$ cat src/rtl/rsl_regs.vh
// register offsets, field positions and reset values of the reset state loader
`ifndef RSL_REGS_VH
`define RSL_REGS_VH

// ****************************************************************
// register offsets
// ****************************************************************
`define RSL_OFS_INDIRECT_DATA    8'h00
`define RSL_OFS_TIMER_COUNT      8'h01
`define RSL_OFS_PC_LOW           8'h02
`define RSL_OFS_CORE_STATUS      8'h03
`define RSL_OFS_INDIRECT_POINTER 8'h04
`define RSL_OFS_OSC_TRIM         8'h05
`define RSL_OFS_PORT_PINS        8'h06
`define RSL_OFS_OPTION_CONFIG    8'h08
`define RSL_OFS_DIRECTION        8'h09
`define RSL_OFS_ACCUM            8'h0a
`define RSL_OFS_RESET_REQ        8'h0b
`define RSL_OFS_CAUSE            8'h0c

// ****************************************************************
// status fields
// ****************************************************************
`define RSL_ST_WAKE_BIT          7
`define RSL_ST_TIMEOUT_BIT       4
`define RSL_ST_POWERDOWN_BIT     3
`define RSL_ST_LOW_MSB           2

// ****************************************************************
// reset request bits and cause codes
// ****************************************************************
`define RSL_REQ_POR_BIT          0
`define RSL_REQ_CLEAR_BIT        1
`define RSL_REQ_WDOG_BIT         2
`define RSL_REQ_WAKE_BIT         3
`define RSL_REQ_SLEEP_BIT        4

`define RSL_CAUSE_NONE           3'h0
`define RSL_CAUSE_POR            3'h1
`define RSL_CAUSE_CLR_RUN        3'h2
`define RSL_CAUSE_CLR_SLEEP      3'h3
`define RSL_CAUSE_WDT_SLEEP      3'h4
`define RSL_CAUSE_WDT_RUN        3'h5
`define RSL_CAUSE_WAKE           3'h6

// ****************************************************************
// reset values
// ****************************************************************
`define RSL_RST_PC_LOW           8'hff
`define RSL_RST_DIRECTION        8'hff
`define RSL_RST_OPTION           8'hff
`define RSL_RST_STATUS_POR       8'h18
`define RSL_RST_ZERO             8'h00

`endif

$ cat src/rtl/rsl_cause_prio.v
// reset cause priority encoder
module rsl_cause_prio (
  input  wire       power_on,
  input  wire       clear_pin,
  input  wire       watchdog,
  input  wire       wake_pin,
  input  wire       asleep,
  output reg  [2:0] cause
);
`include "rsl_regs.vh"

  always @* begin
    if (power_on) begin
      cause = `RSL_CAUSE_POR;
    end else if (clear_pin) begin
      cause = asleep ? `RSL_CAUSE_CLR_SLEEP : `RSL_CAUSE_CLR_RUN;
    end else if (watchdog) begin
      cause = asleep ? `RSL_CAUSE_WDT_SLEEP : `RSL_CAUSE_WDT_RUN;
    end else if (wake_pin && asleep) begin
      cause = `RSL_CAUSE_WAKE;
    end else begin
      cause = `RSL_CAUSE_NONE;
    end
  end

endmodule

$ cat src/rtl/rsl_status_next.v
// status value loaded for each reset cause
module rsl_status_next (
  input  wire [2:0] cause,
  input  wire [7:0] status_now,
  output reg  [7:0] status_new
);
`include "rsl_regs.vh"

  // undefined bits of a power-on load are given zero
  always @* begin
    case (cause)
      `RSL_CAUSE_POR:       status_new = `RSL_RST_STATUS_POR;
      `RSL_CAUSE_CLR_RUN:   status_new = {3'b000, status_now[4:0]};
      `RSL_CAUSE_CLR_SLEEP: status_new = {4'b0001, 1'b0, status_now[2:0]};
      `RSL_CAUSE_WDT_SLEEP: status_new = {4'b0000, 1'b0, status_now[2:0]};
      `RSL_CAUSE_WDT_RUN:   status_new = {4'b0000, status_now[3:0]};
      `RSL_CAUSE_WAKE:      status_new = {4'b1001, 1'b0, status_now[2:0]};
      default:              status_new = status_now;
    endcase
  end

endmodule

$ cat src/rtl/rsl_loader.v
// reset state loader: special registers, reset cause recording and register port
//
// Chosen here: the plain strobed port.

// Overview of operation
// power-on loads status 0001 1xxx
// clear pin running clears status upper three
// clear pin asleep loads 0001 0uuu
// watchdog asleep loads 0000 0uuu
// watchdog running loads 0000 uuuu
// pin-change wake-up loads 1001 0uuu
// status bit seven only on wake-up
// accumulator upper six take trim literal
// unimplemented bits read zero
// data registers kept except on power-on
// every reset loads counter low all ones
// direction registers forced all ones
// power-on wins over other causes
module rsl_loader #(
  parameter [5:0] TRIM_LITERAL = 6'h20
) (
  input  wire       mclk,
  input  wire       rst,
  input  wire       power_on_req,
  input  wire       clear_pin_req,
  input  wire       watchdog_req,
  input  wire       wake_pin_req,
  input  wire       sleep_in,
  input  wire [7:0] reg_addr,
  input  wire [7:0] reg_wdata,
  input  wire       reg_wr,
  input  wire       reg_rd,
  output reg  [7:0] reg_rdata,
  output reg  [7:0] pc_low_out,
  output reg  [7:0] direction_out,
  output reg  [7:0] accum_out,
  output reg        reset_pulse
);
`include "rsl_regs.vh"

  // ****************************************************************
  // state
  // ****************************************************************
  reg  [7:0] indirect_data_q;
  reg  [7:0] timer_count_q;
  reg  [7:0] status_q;
  reg  [7:0] indirect_pointer_q;
  reg  [7:0] osc_trim_q;
  reg  [5:0] port_pins_q;
  reg  [7:0] option_q;
  // the sleep request bit is kept in sleep_q, not here
  reg  [3:0] sw_req_q;
  reg  [2:0] last_cause_q;
  reg        sleep_q;
  wire [2:0] cause;
  wire [7:0] status_new;
  wire       any_reset;

  // software may also raise a reset cause through its own request register
  rsl_cause_prio u_prio (
    .power_on  (power_on_req  | rst | sw_req_q[`RSL_REQ_POR_BIT]),
    .clear_pin (clear_pin_req | sw_req_q[`RSL_REQ_CLEAR_BIT]),
    .watchdog  (watchdog_req  | sw_req_q[`RSL_REQ_WDOG_BIT]),
    .wake_pin  (wake_pin_req  | sw_req_q[`RSL_REQ_WAKE_BIT]),
    .asleep    (sleep_in | sleep_q),
    .cause     (cause)
  );

  rsl_status_next u_status (
    .cause      (cause),
    .status_now (status_q),
    .status_new (status_new)
  );

  assign any_reset = (cause != `RSL_CAUSE_NONE);

  // ****************************************************************
  // reset loading and software writes
  // ****************************************************************
  always @(posedge mclk) begin
    sw_req_q    <= 4'h0;
    reset_pulse <= any_reset;
    if (any_reset) begin
      status_q      <= status_new;
      pc_low_out    <= `RSL_RST_PC_LOW;
      direction_out <= `RSL_RST_DIRECTION;
      option_q      <= `RSL_RST_OPTION;
      accum_out     <= {TRIM_LITERAL, 2'b00};
      last_cause_q  <= cause;
      sleep_q       <= 1'b0;
      if (cause == `RSL_CAUSE_POR) begin
        // undefined contents after power-on are given zero, the oscillator trim the trim literal
        indirect_data_q    <= `RSL_RST_ZERO;
        timer_count_q      <= `RSL_RST_ZERO;
        indirect_pointer_q <= `RSL_RST_ZERO;
        osc_trim_q         <= {TRIM_LITERAL, 2'b00};
        port_pins_q        <= 6'h00;
      end
    end else if (reg_wr) begin
      case (reg_addr)
        `RSL_OFS_INDIRECT_DATA:    indirect_data_q    <= reg_wdata;
        `RSL_OFS_TIMER_COUNT:      timer_count_q      <= reg_wdata;
        `RSL_OFS_PC_LOW:           pc_low_out         <= reg_wdata;
        // cause bits 7, 4, 3 are hardware owned
        `RSL_OFS_CORE_STATUS:      status_q <= {status_q[7], reg_wdata[6:5],
                                                status_q[4:3], reg_wdata[2:0]};
        `RSL_OFS_INDIRECT_POINTER: indirect_pointer_q <= reg_wdata;
        `RSL_OFS_OSC_TRIM:         osc_trim_q         <= reg_wdata;
        `RSL_OFS_PORT_PINS:        port_pins_q        <= reg_wdata[5:0];
        `RSL_OFS_OPTION_CONFIG:    option_q           <= reg_wdata;
        `RSL_OFS_DIRECTION:        direction_out      <= reg_wdata;
        `RSL_OFS_ACCUM:            accum_out          <= reg_wdata;
        `RSL_OFS_RESET_REQ:        begin
          sw_req_q <= reg_wdata[3:0];
          sleep_q  <= reg_wdata[`RSL_REQ_SLEEP_BIT];
        end
        default:                   sleep_q <= sleep_q;
      endcase
    end
  end

  // ****************************************************************
  // read port, data one cycle after the strobe
  // ****************************************************************
  always @(posedge mclk) begin
    if (rst) begin
      reg_rdata <= 8'h00;
    end else if (reg_rd) begin
      case (reg_addr)
        `RSL_OFS_INDIRECT_DATA:    reg_rdata <= indirect_data_q;
        `RSL_OFS_TIMER_COUNT:      reg_rdata <= timer_count_q;
        `RSL_OFS_PC_LOW:           reg_rdata <= pc_low_out;
        `RSL_OFS_CORE_STATUS:      reg_rdata <= status_q;
        `RSL_OFS_INDIRECT_POINTER: reg_rdata <= indirect_pointer_q;
        `RSL_OFS_OSC_TRIM:         reg_rdata <= osc_trim_q;
        `RSL_OFS_PORT_PINS:        reg_rdata <= {2'b00, port_pins_q};
        `RSL_OFS_ACCUM:            reg_rdata <= accum_out;
        `RSL_OFS_CAUSE:            reg_rdata <= {5'h00, last_cause_q};
        // option and direction are write-only; unmapped reads zero
        default:                   reg_rdata <= 8'h00;
      endcase
    end else begin
      reg_rdata <= 8'h00;
    end
  end

endmodule

$ cat config.mk
export PLATFORM = sky130hd
export DESIGN_NAME = rsl_loader
export DESIGN_NICKNAME = d
export VERILOG_FILES = /design/src/rtl/rsl_cause_prio.v /design/src/rtl/rsl_status_next.v /design/src/rtl/rsl_loader.v
export VERILOG_INCLUDE_DIRS = /design/src /design/src/rtl
export SDC_FILE = /design/constraint.sdc
export NUM_CORES = 1
export LEC_CHECK = 0
export BUFFER_PORTS_ARGS = -buffer_cell sky130_fd_sc_hd__buf_2
export CAP_MARGIN = 15
export CORE_UTILIZATION = 45
export CTS_BUF_LIST = sky130_fd_sc_hd__clkbuf_4
export DETAILED_ROUTE_END_ITERATION = 16
export GPL_TIMING_DRIVEN = 0
export PLACE_DENSITY = 0.74
export REMOVE_ABC_BUFFERS = 1
export SLEW_MARGIN = 20
export SYNTH_ARGS = -nofsm -noshare
export SYNTH_HDL_FRONTEND = slang
export SYNTH_SLANG_ARGS = --single-unit
$ cat constraint.sdc
create_clock -name mclk -period 3.7 [get_ports mclk]
set_input_delay 0.925 -clock mclk [delete_from_list [all_inputs] [get_ports mclk]]
set_output_delay 0.925 -clock mclk [all_outputs]
set_load 0.05 [all_outputs]
==> key figures, run 1 <==
Run status
  – Result of the run: completed

Drt
  – Per-cell routed wire length: 18.87 um
  – Count of vias placed by the detailed router: 2763
  – Residual DRC count: 0
  – Post-DR vias/cell: 5.854
  – Total detailed-routing wirelength: 8.906 mm
  – Final antenna-violating net count: 0
  – Number of iterations in the first detailed-routing pass: 5
  – Drt initial violations: 254

Timing
  – Slew Limit Headroom: 25.92%
  – Final hold violation count: 0
  – Final worst hold slack: 0.4871 ns
  – Final period demand of the worst path: 3.128 ns
  – Worst setup margin: 0.5723 ns
  – Fmax: 0.3197 GHz
  – Least-Margin Pin Slew: 1.111 ns
  – Post-route clock period utilization: 84.53%
  – Final setup fails: 0
  – Final setup skew: 0.01389 ns
  – Number of max-slew violations in the final report: 0
  – RSZ-0062 raised after global routing: no

Pwr
  – Fraction of power spent switching nets: 24.77%
  – Static Leakage: 1.805 nW
  – IR drop worst, VDD: 0.0002979 V
  – Clock network fraction of design power: 30.8%
  – Proportion of power drawn by flip-flops and latches: 61.5%
  – Power per cell area: 416.9 nW/um^2
  – Internal power: 1.319 mW
  – Gate power share: 7.7%
  – Sw power: 0.4345 mW

Die
  – Chip Height: 92.72 um
  – Placeable core region: 7848 sq um
  – Die span in x: 92.72 um
  – Initial core utilization: 47.19%
  – Number of top-level pins: 58
  – Site row count: 32
  – Overall die area: 8597 sq um

CTS
  – Post-CTS Resized: 0
  – Worst-path clk slew: 0.13 ns
  – Deepest level of the CTS H-tree: 3
  – Root cell of the clock tree: sky130_fd_sc_hd__clkbuf_4
  – Clock network latency to the later pin of the worst-skew pair: 0.45 ns
  – Clock Sink Count: 87
  – Setup fix buffers added after clock tree synthesis: 0
  – Clock buffer count from CTS: 9
  – Maximum clock insertion buffer count: 2
  – Total of hold buffers inserted after clock tree synthesis: 0
  – CTS tree: done

Place
  – Setup WS pre-CTS: 0.1476 ns
  – Routability-driven placement congestion ratio: 0.8454
  – Count of port buffers added during placement: 57
  – Placed wire-length estimate: 6.026 mm

Critical path
  – Dominant delay contributor by cell family on the critical path: simple AND/OR/NAND/NOR gates
  – Worst r2r path cells: 4
  – Number of cells on the critical path: 5
  – Arrival time of the worst setup path: 3.20 ns
  – Crit end category: register
  – Stage delay of the slowest cell on the critical path: 0.89 ns
  – Critical Path Fanout Max: 8
  – Worst path bufs/invs: 1
  – Worst-path cell with the longest stage delay: sky130_fd_sc_hd__a21oi_1
  – Worst EP required: 3.77 ns
  – Category of the worst setup path launch point: primary input
  – Ordered cell list for the critical path: buf_2, or4_1, nor3_1, nand2_1, a21oi_1
  – Start-to-end type of the worst setup path: primary input to register

Logic synthesis
  – Cells taking the most area after synthesis: sky130_fd_sc_hd__edfxtp_1 40%, sky130_fd_sc_hd__dfxtp_1 21%, sky130_fd_sc_hd__mux2i_1 8.9%
  – Synthesis warning total: 0
  – Leading register cell type out of synthesis: sky130_fd_sc_hd__edfxtp_1
  – Flip-flop and latch count after synthesis: 87
  – Average cell area after synthesis: 11.91 sq um
  – Sequential share of the synthesized area: 60.27%
  – Number of synthesized flops with an enable pin: 49
  – Portion of synthesized cell area occupied by the leading cell type: 39.73%
  – Unique masters post-synth: 47
  – Cells after Synth: 311
  – Fraction of registers with async set or reset after synthesis: 0%
  – Yosys top cell by area: sky130_fd_sc_hd__edfxtp_1
  – Synthesized cell area: 3704 sq um

Job
  – # Max-Cap Violations: 0

Layout
  – Synth-to-layout area growth: 13.58%
  – Antenna cells: 0
  – Number of nets in the finished design: 390
  – Ratio of cells with drive above 1 in the final layout: 24.86%

Min path
  – Hold Path Stages: 2
  – Type of the worst min-delay path: register to register

GRT
  – Number of global-route vias before repair: 2652
  – Initial antenna violation count: 0
  – Total overflow reported by the global router: 0
  – Wire length of the first global-routing pass: 13.75 mm
  – Total routing resource utilization after global routing: 21.92%
  – Pin count of the biggest net entering global routing: 30
## area by class of cell
cell class	count	area, sq um
Sequential cell	87	2232
Tap cell	102	127.6
Timing Repair Buffer	59	300.3
Clock buffer	9	67.56
Fill cell	715	3641
Inverter	13	48.80
Multi-Input combinational cell	195	1358
Clock inverter	7	72.57
## worst paths after layout
kind | start | endpoint | slack, ns
worst max-delay path | reg_addr[5] | indirect_pointer_q[3]$_DFFE_PP_ | 0.57
worst min register to register | direction_out[4]$_SDFFE_PP1P_ | direction_out[4]$_SDFFE_PP1P_ | 0.49
worst max register to register | sw_req_q[0]$_SDFF_PP0_ | indirect_pointer_q[3]$_DFFE_PP_ | 1.25
worst min-delay path | direction_out[4]$_SDFFE_PP1P_ | direction_out[4]$_SDFFE_PP1P_ | 0.49
## flip-flops by register name, summed over array words and instances, names as in the netlist
register            count
sleep_q                 1
sw_req_q                4
reset_pulse             1
indirect_data_q         8
indirect_pointer_q      8
status_q                8
osc_trim_q              8
last_cause_q            3
direction_out           8
reg_rdata               8
pc_low_out              8
port_pins_q             6
accum_out               8
timer_count_q           8
## synthesized netlist by cell type, types with 7 or more instances
| cell type | instances |
|---|---|
| sky130_fd_sc_hd__edfxtp_1 | 49 |
| sky130_fd_sc_hd__dfxtp_1 | 38 |
| sky130_fd_sc_hd__nand2_1 | 36 |
| sky130_fd_sc_hd__mux2i_1 | 33 |
| sky130_fd_sc_hd__nor2_1 | 19 |
| sky130_fd_sc_hd__inv_1 | 12 |
| sky130_fd_sc_hd__and2_1 | 10 |
| sky130_fd_sc_hd__a21oi_1 | 9 |
| sky130_fd_sc_hd__nand3_1 | 9 |
| sky130_fd_sc_hd__clkbuf_1 | 8 |
| sky130_fd_sc_hd__buf_2 | 7 |
| sky130_fd_sc_hd__mux2_2 | 7 |
## through the flow
stage / cells / cell area (sq um) / power (mW) / util (%) / setup TNS [ns]
6_report: 472 / 4207 / 1.754 / 53.60 / 0
5_1_grt: 472 / 4207 / 1.807 / 53.60 / 0
4_1_cts: 472 / 4203 / 1.754 / 53.56 / 0
3_5_place_dp: 456 / 4063 / 1.232 / 51.77 / 0
3_3_place_gp: 454 / 4048 / 1.227 / 51.58 / -26.08
2_1_floorplan: 295 / 3635 / 1.167 / - / 0
## logic make-up (layout without fill, tap and decap cells)
family / count (synthesis) / in the layout / synth area share, %
compound gates: 50 / 50 / 9.899
xor+xnor: 2 / 2 / 0.4731
buf+inv: 29 / 88 / 3.175
flops: 87 / 87 / 60.27
mux: 41 / 41 / 11.66
simple gates: 102 / 102 / 14.53
## worst min-delay path: stages (launching register included)
cell                      delay [ns]
sky130_fd_sc_hd__dfxtp_1        0.35
sky130_fd_sc_hd__mux2i_1        0.06
sky130_fd_sc_hd__nand2_1        0.06
## power groups by stage
stage	Clock, mW	Sequential, mW	Combinational (mW)
finish	0.541	1.08	0.134
global route	0.579	1.08	0.145
CTS	0.543	1.08	0.132
detailed placement	0	1.10	0.132
global placement	0	1.10	0.129
floorplan	0	1.10	0.0706
## cell usage in the layout, fill, tap and decap left out, types with 2 or more instances in the layout
master and instances:
sky130_fd_sc_hd__o2bb2ai_1 5, sky130_fd_sc_hd__a211oi_1 2, sky130_fd_sc_hd__nor2b_1 4, sky130_fd_sc_hd__dfxtp_1 38, sky130_fd_sc_hd__edfxtp_1 49, sky130_fd_sc_hd__buf_4 2, sky130_fd_sc_hd__mux2_2 7, sky130_fd_sc_hd__a32oi_1 2
sky130_fd_sc_hd__nand3b_1 4, sky130_fd_sc_hd__inv_1 12, sky130_fd_sc_hd__clkbuf_4 9, sky130_fd_sc_hd__nand3_1 9, sky130_fd_sc_hd__a21oi_1 8, sky130_fd_sc_hd__a31oi_1 4, sky130_fd_sc_hd__o21a_1 3, sky130_fd_sc_hd__nor3_1 3
sky130_fd_sc_hd__clkinv_4 2, sky130_fd_sc_hd__a22oi_1 4, sky130_fd_sc_hd__a221o_1 4, sky130_fd_sc_hd__buf_2 57, sky130_fd_sc_hd__o211ai_1 5, sky130_fd_sc_hd__and2_1 10, sky130_fd_sc_hd__xnor2_1 2, sky130_fd_sc_hd__nand2b_1 4
sky130_fd_sc_hd__nand2_1 36, sky130_fd_sc_hd__nand4_2 3, sky130_fd_sc_hd__o21ai_0 4, sky130_fd_sc_hd__mux2i_1 33, sky130_fd_sc_hd__and3_1 2, sky130_fd_sc_hd__nor2_1 19
## metal layers
| metal | vias up | global-route usage, % | wire [um] |
|---|---|---|---|
| li1 | 1247 | - | - |
| met4 | 0 | 10.90 | 241 |
| met3 | 25 | 4.680 | 769 |
| met2 | 139 | 33.89 | 4193 |
| met1 | 1352 | 29.20 | 3701 |
| met5 | - | 0 | 0 |
(Power assumes the default switching activity.)
==> run 2: changes to the inputs <==
--- a/config.mk
+++ b/config.mk
@@ -12,7 +12,7 @@
 export CTS_BUF_LIST = sky130_fd_sc_hd__clkbuf_4
 export DETAILED_ROUTE_END_ITERATION = 16
 export GPL_TIMING_DRIVEN = 0
-export PLACE_DENSITY = 0.74
+export PLACE_DENSITY = 0.76
 export REMOVE_ABC_BUFFERS = 1
 export SLEW_MARGIN = 20
 export SYNTH_ARGS = -nofsm -noshare
==> constraint.sdc (replaced) <==
create_clock -name mclk -period 2.5 [get_ports mclk]
set_input_delay 0.625 -clock mclk [delete_from_list [all_inputs] [get_ports mclk]]
set_output_delay 0.625 -clock mclk [all_outputs]
set_load 0.05 [all_outputs]
==> run 2 against run 1 <==
Against the previous run: count of clock-buffer cells in the layout is the same; first-iteration DRC count is 28% higher; final cell count is the same; critical path type unchanged; largest power group unchanged.
==> key figures, run 2 (synthesis results as in run 1) <==
Run status
  – Result of the run: completed

Die
  – Number of top-level pins: 58
  – Initial core utilization: 47.19%
  – Site row count: 32
  – Chip Height: 92.72 um
  – Placeable core region: 7848 sq um
  – Overall die area: 8597 sq um
  – Die span in x: 92.72 um

CTS
  – Worst-path clk slew: 0.14 ns
  – Clock network latency to the later pin of the worst-skew pair: 0.42 ns
  – Maximum clock insertion buffer count: 2
  – Deepest level of the CTS H-tree: 3
  – CTS tree: done
  – Total of hold buffers inserted after clock tree synthesis: 0
  – Root cell of the clock tree: sky130_fd_sc_hd__clkbuf_4
  – Clock Sink Count: 87
  – Clock buffer count from CTS: 9

Timing
  – Slew Limit Headroom: 42.98%
  – Final period demand of the worst path: 2.479 ns
  – Post-route clock period utilization: 99.17%
  – Number of max-slew violations in the final report: 0
  – Final setup skew: 0.01410 ns
  – Final setup fails: 0
  – Final hold violation count: 0
  – RSZ-0062 raised after global routing: no
  – Fmax: 0.4033 GHz
  – Least-Margin Pin Slew: 0.8483 ns

Drt
  – Per-cell routed wire length: 18.17 um
  – Residual DRC count: 0
  – Final antenna-violating net count: 0
  – Post-DR vias/cell: 5.706
  – Total detailed-routing wirelength: 8.577 mm
  – Count of vias placed by the detailed router: 2693
  – Drt initial violations: 325
  – Number of iterations in the first detailed-routing pass: 7

GRT
  – Pin count of the biggest net entering global routing: 30
  – Total overflow reported by the global router: 0
  – Wire length of the first global-routing pass: 13.63 mm
  – Number of global-route vias before repair: 2641
  – Total routing resource utilization after global routing: 21.42%
  – Initial antenna violation count: 0

Critical path
  – Arrival time of the worst setup path: 2.54 ns
  – Critical R2R Capture: port_pins_q[4]$_SDFFCE_PP0P_
  – Critical Path End: port_pins_q[4]$_SDFFCE_PP0P_
  – Timing startpoint of the critical path: reg_addr[5]
  – Stage delay of the slowest cell on the critical path: 0.66 ns
  – Critical Path Fanout Max: 6
  – Worst reg-to-reg setup slack: 0.25 ns
  – Number of cells on the critical path: 5
  – Worst-path cell with the longest stage delay: sky130_fd_sc_hd__or4_1
  – Category of the worst setup path launch point: primary input
  – Worst path bufs/invs: 1
  – Worst r2r path cells: 4
  – Worst EP required: 2.56 ns
  – Worst flop-to-flop path startpoint: sw_req_q[0]$_SDFF_PP0_
  – Dominant delay contributor by cell family on the critical path: simple AND/OR/NAND/NOR gates
  – Crit end category: register
  – Start-to-end type of the worst setup path: primary input to register
  – Ordered cell list for the critical path: buf_2, or4_1, nor3_1, nand2_1, a21oi_1

Layout
  – Ratio of cells with drive above 1 in the final layout: 26.49%
  – Leading cell type in the layout, fill and taps excluded: sky130_fd_sc_hd__buf_2
  – Total of fill cells in the finished design: 740
  – Core occupancy in the finished layout: 54.21%
  – Synth-to-layout area growth: 14.86%
  – Most used cells in the layout excluding fill and tap cells: 57 x sky130_fd_sc_hd__buf_2, 49 x sky130_fd_sc_hd__edfxtp_1, 38 x sky130_fd_sc_hd__dfxtp_1
  – Area occupied by multi-input gates: 1379 sq um
  – Sequential standard cell area: 2232 sq um
  – Antenna cells: 0
  – Design Area, Final: 4254 sq um
  – Number of nets in the finished design: 390

Place
  – Routability-driven placement congestion ratio: 0.8734
  – Placed wire-length estimate: 6.013 mm
  – Count of port buffers added during placement: 57
  – Post-place instance area: 4066 sq um

Min path
  – Type of the worst min-delay path: primary input to register

Pwr
  – IR drop worst, VDD: 0.0004252 V
  – Static Leakage: 1.825 nW
  – Power per cell area: 630.5 nW/um^2

Job
  – # Max-Cap Violations: 0
==> run 2: how the worst min path moves through the flow <==
stage                                        from                       endpoint  slack, ns  depth (start not counted)
floorplan                    sleep_q$_SDFFE_PP0P_           sleep_q$_SDFFE_PP0P_       0.49                          2
global placement    direction_out[5]$_SDFFE_PP1P_  direction_out[5]$_SDFFE_PP1P_       0.45                          2
detailed placement  direction_out[6]$_SDFFE_PP1P_  direction_out[6]$_SDFFE_PP1P_       0.46                          2
CTS                                  reg_wdata[2]  direction_out[2]$_SDFFE_PP1P_       0.44                          3
global route                         reg_wdata[2]  direction_out[2]$_SDFFE_PP1P_       0.44                          3
finish                               reg_wdata[7]     pc_low_out[7]$_SDFFE_PP1P_       0.45                          3
==> run 2: tightest hold or removal path: stages <==
cell and delay, ns:
sky130_fd_sc_hd__buf_2 0.11, sky130_fd_sc_hd__mux2i_1 0.07, sky130_fd_sc_hd__nand2_1 0.06
==> run 2: what timing repair did <==
| action | 4_1_cts | 5_1_grt |
|---|---|---|
| setup endpoints to repair | 32 | 24 |
| gates resized for setup | 4 | 3 |
| buffers inserted | 0 | 0 |
==> run 2: power by group <==
group | switching [mW] | total [mW] | internal (mW)
Sequential | 0.0196 | 1.60 | 1.58
Clock | 0.480 | 0.890 | 0.410
Combinational | 0.125 | 0.195 | 0.0702
==> run 2: cell type report <==
class	count	area share, %
well taps	102	3.000
clock buffers	9	1.588
inverters	13	1.147
flip-flops and latches	87	52.47
clock inverters	7	2.235
multi-input cells	195	32.41
repair buffers	59	7.147
==> run 2: layer usage <==
layer  global-route usage [%]  routed length [um]  vias up
li1                         -                   -     1254
met1                    26.95                3533     1298
met2                    35.86                4177      118
met3                    4.926                 602       23
met4                    8.205                 264        0
met5                        0                   0        -
==> run 2: stage by stage <==
| stage | cells | hold WS [ns] | setup WS, ns | total power [mW] | setup TNS (ns) |
|---|---|---|---|---|---|
| after detailed placement | 456 | 0.4620 | -0.6220 | 1.818 | -28.09 |
| after CTS | 472 | 0.4439 | 0.08263 | 2.682 | 0 |
| final | 472 | 0.4528 | 0.02063 | 2.682 | 0 |
| after floorplan | 295 | 0.4880 | -0.3775 | 1.727 | -15.67 |
| after global placement | 454 | 0.4534 | -1.480 | 1.811 | -115.94 |
| after global routing | 472 | 0.4353 | 0.003241 | 2.773 | 0 |
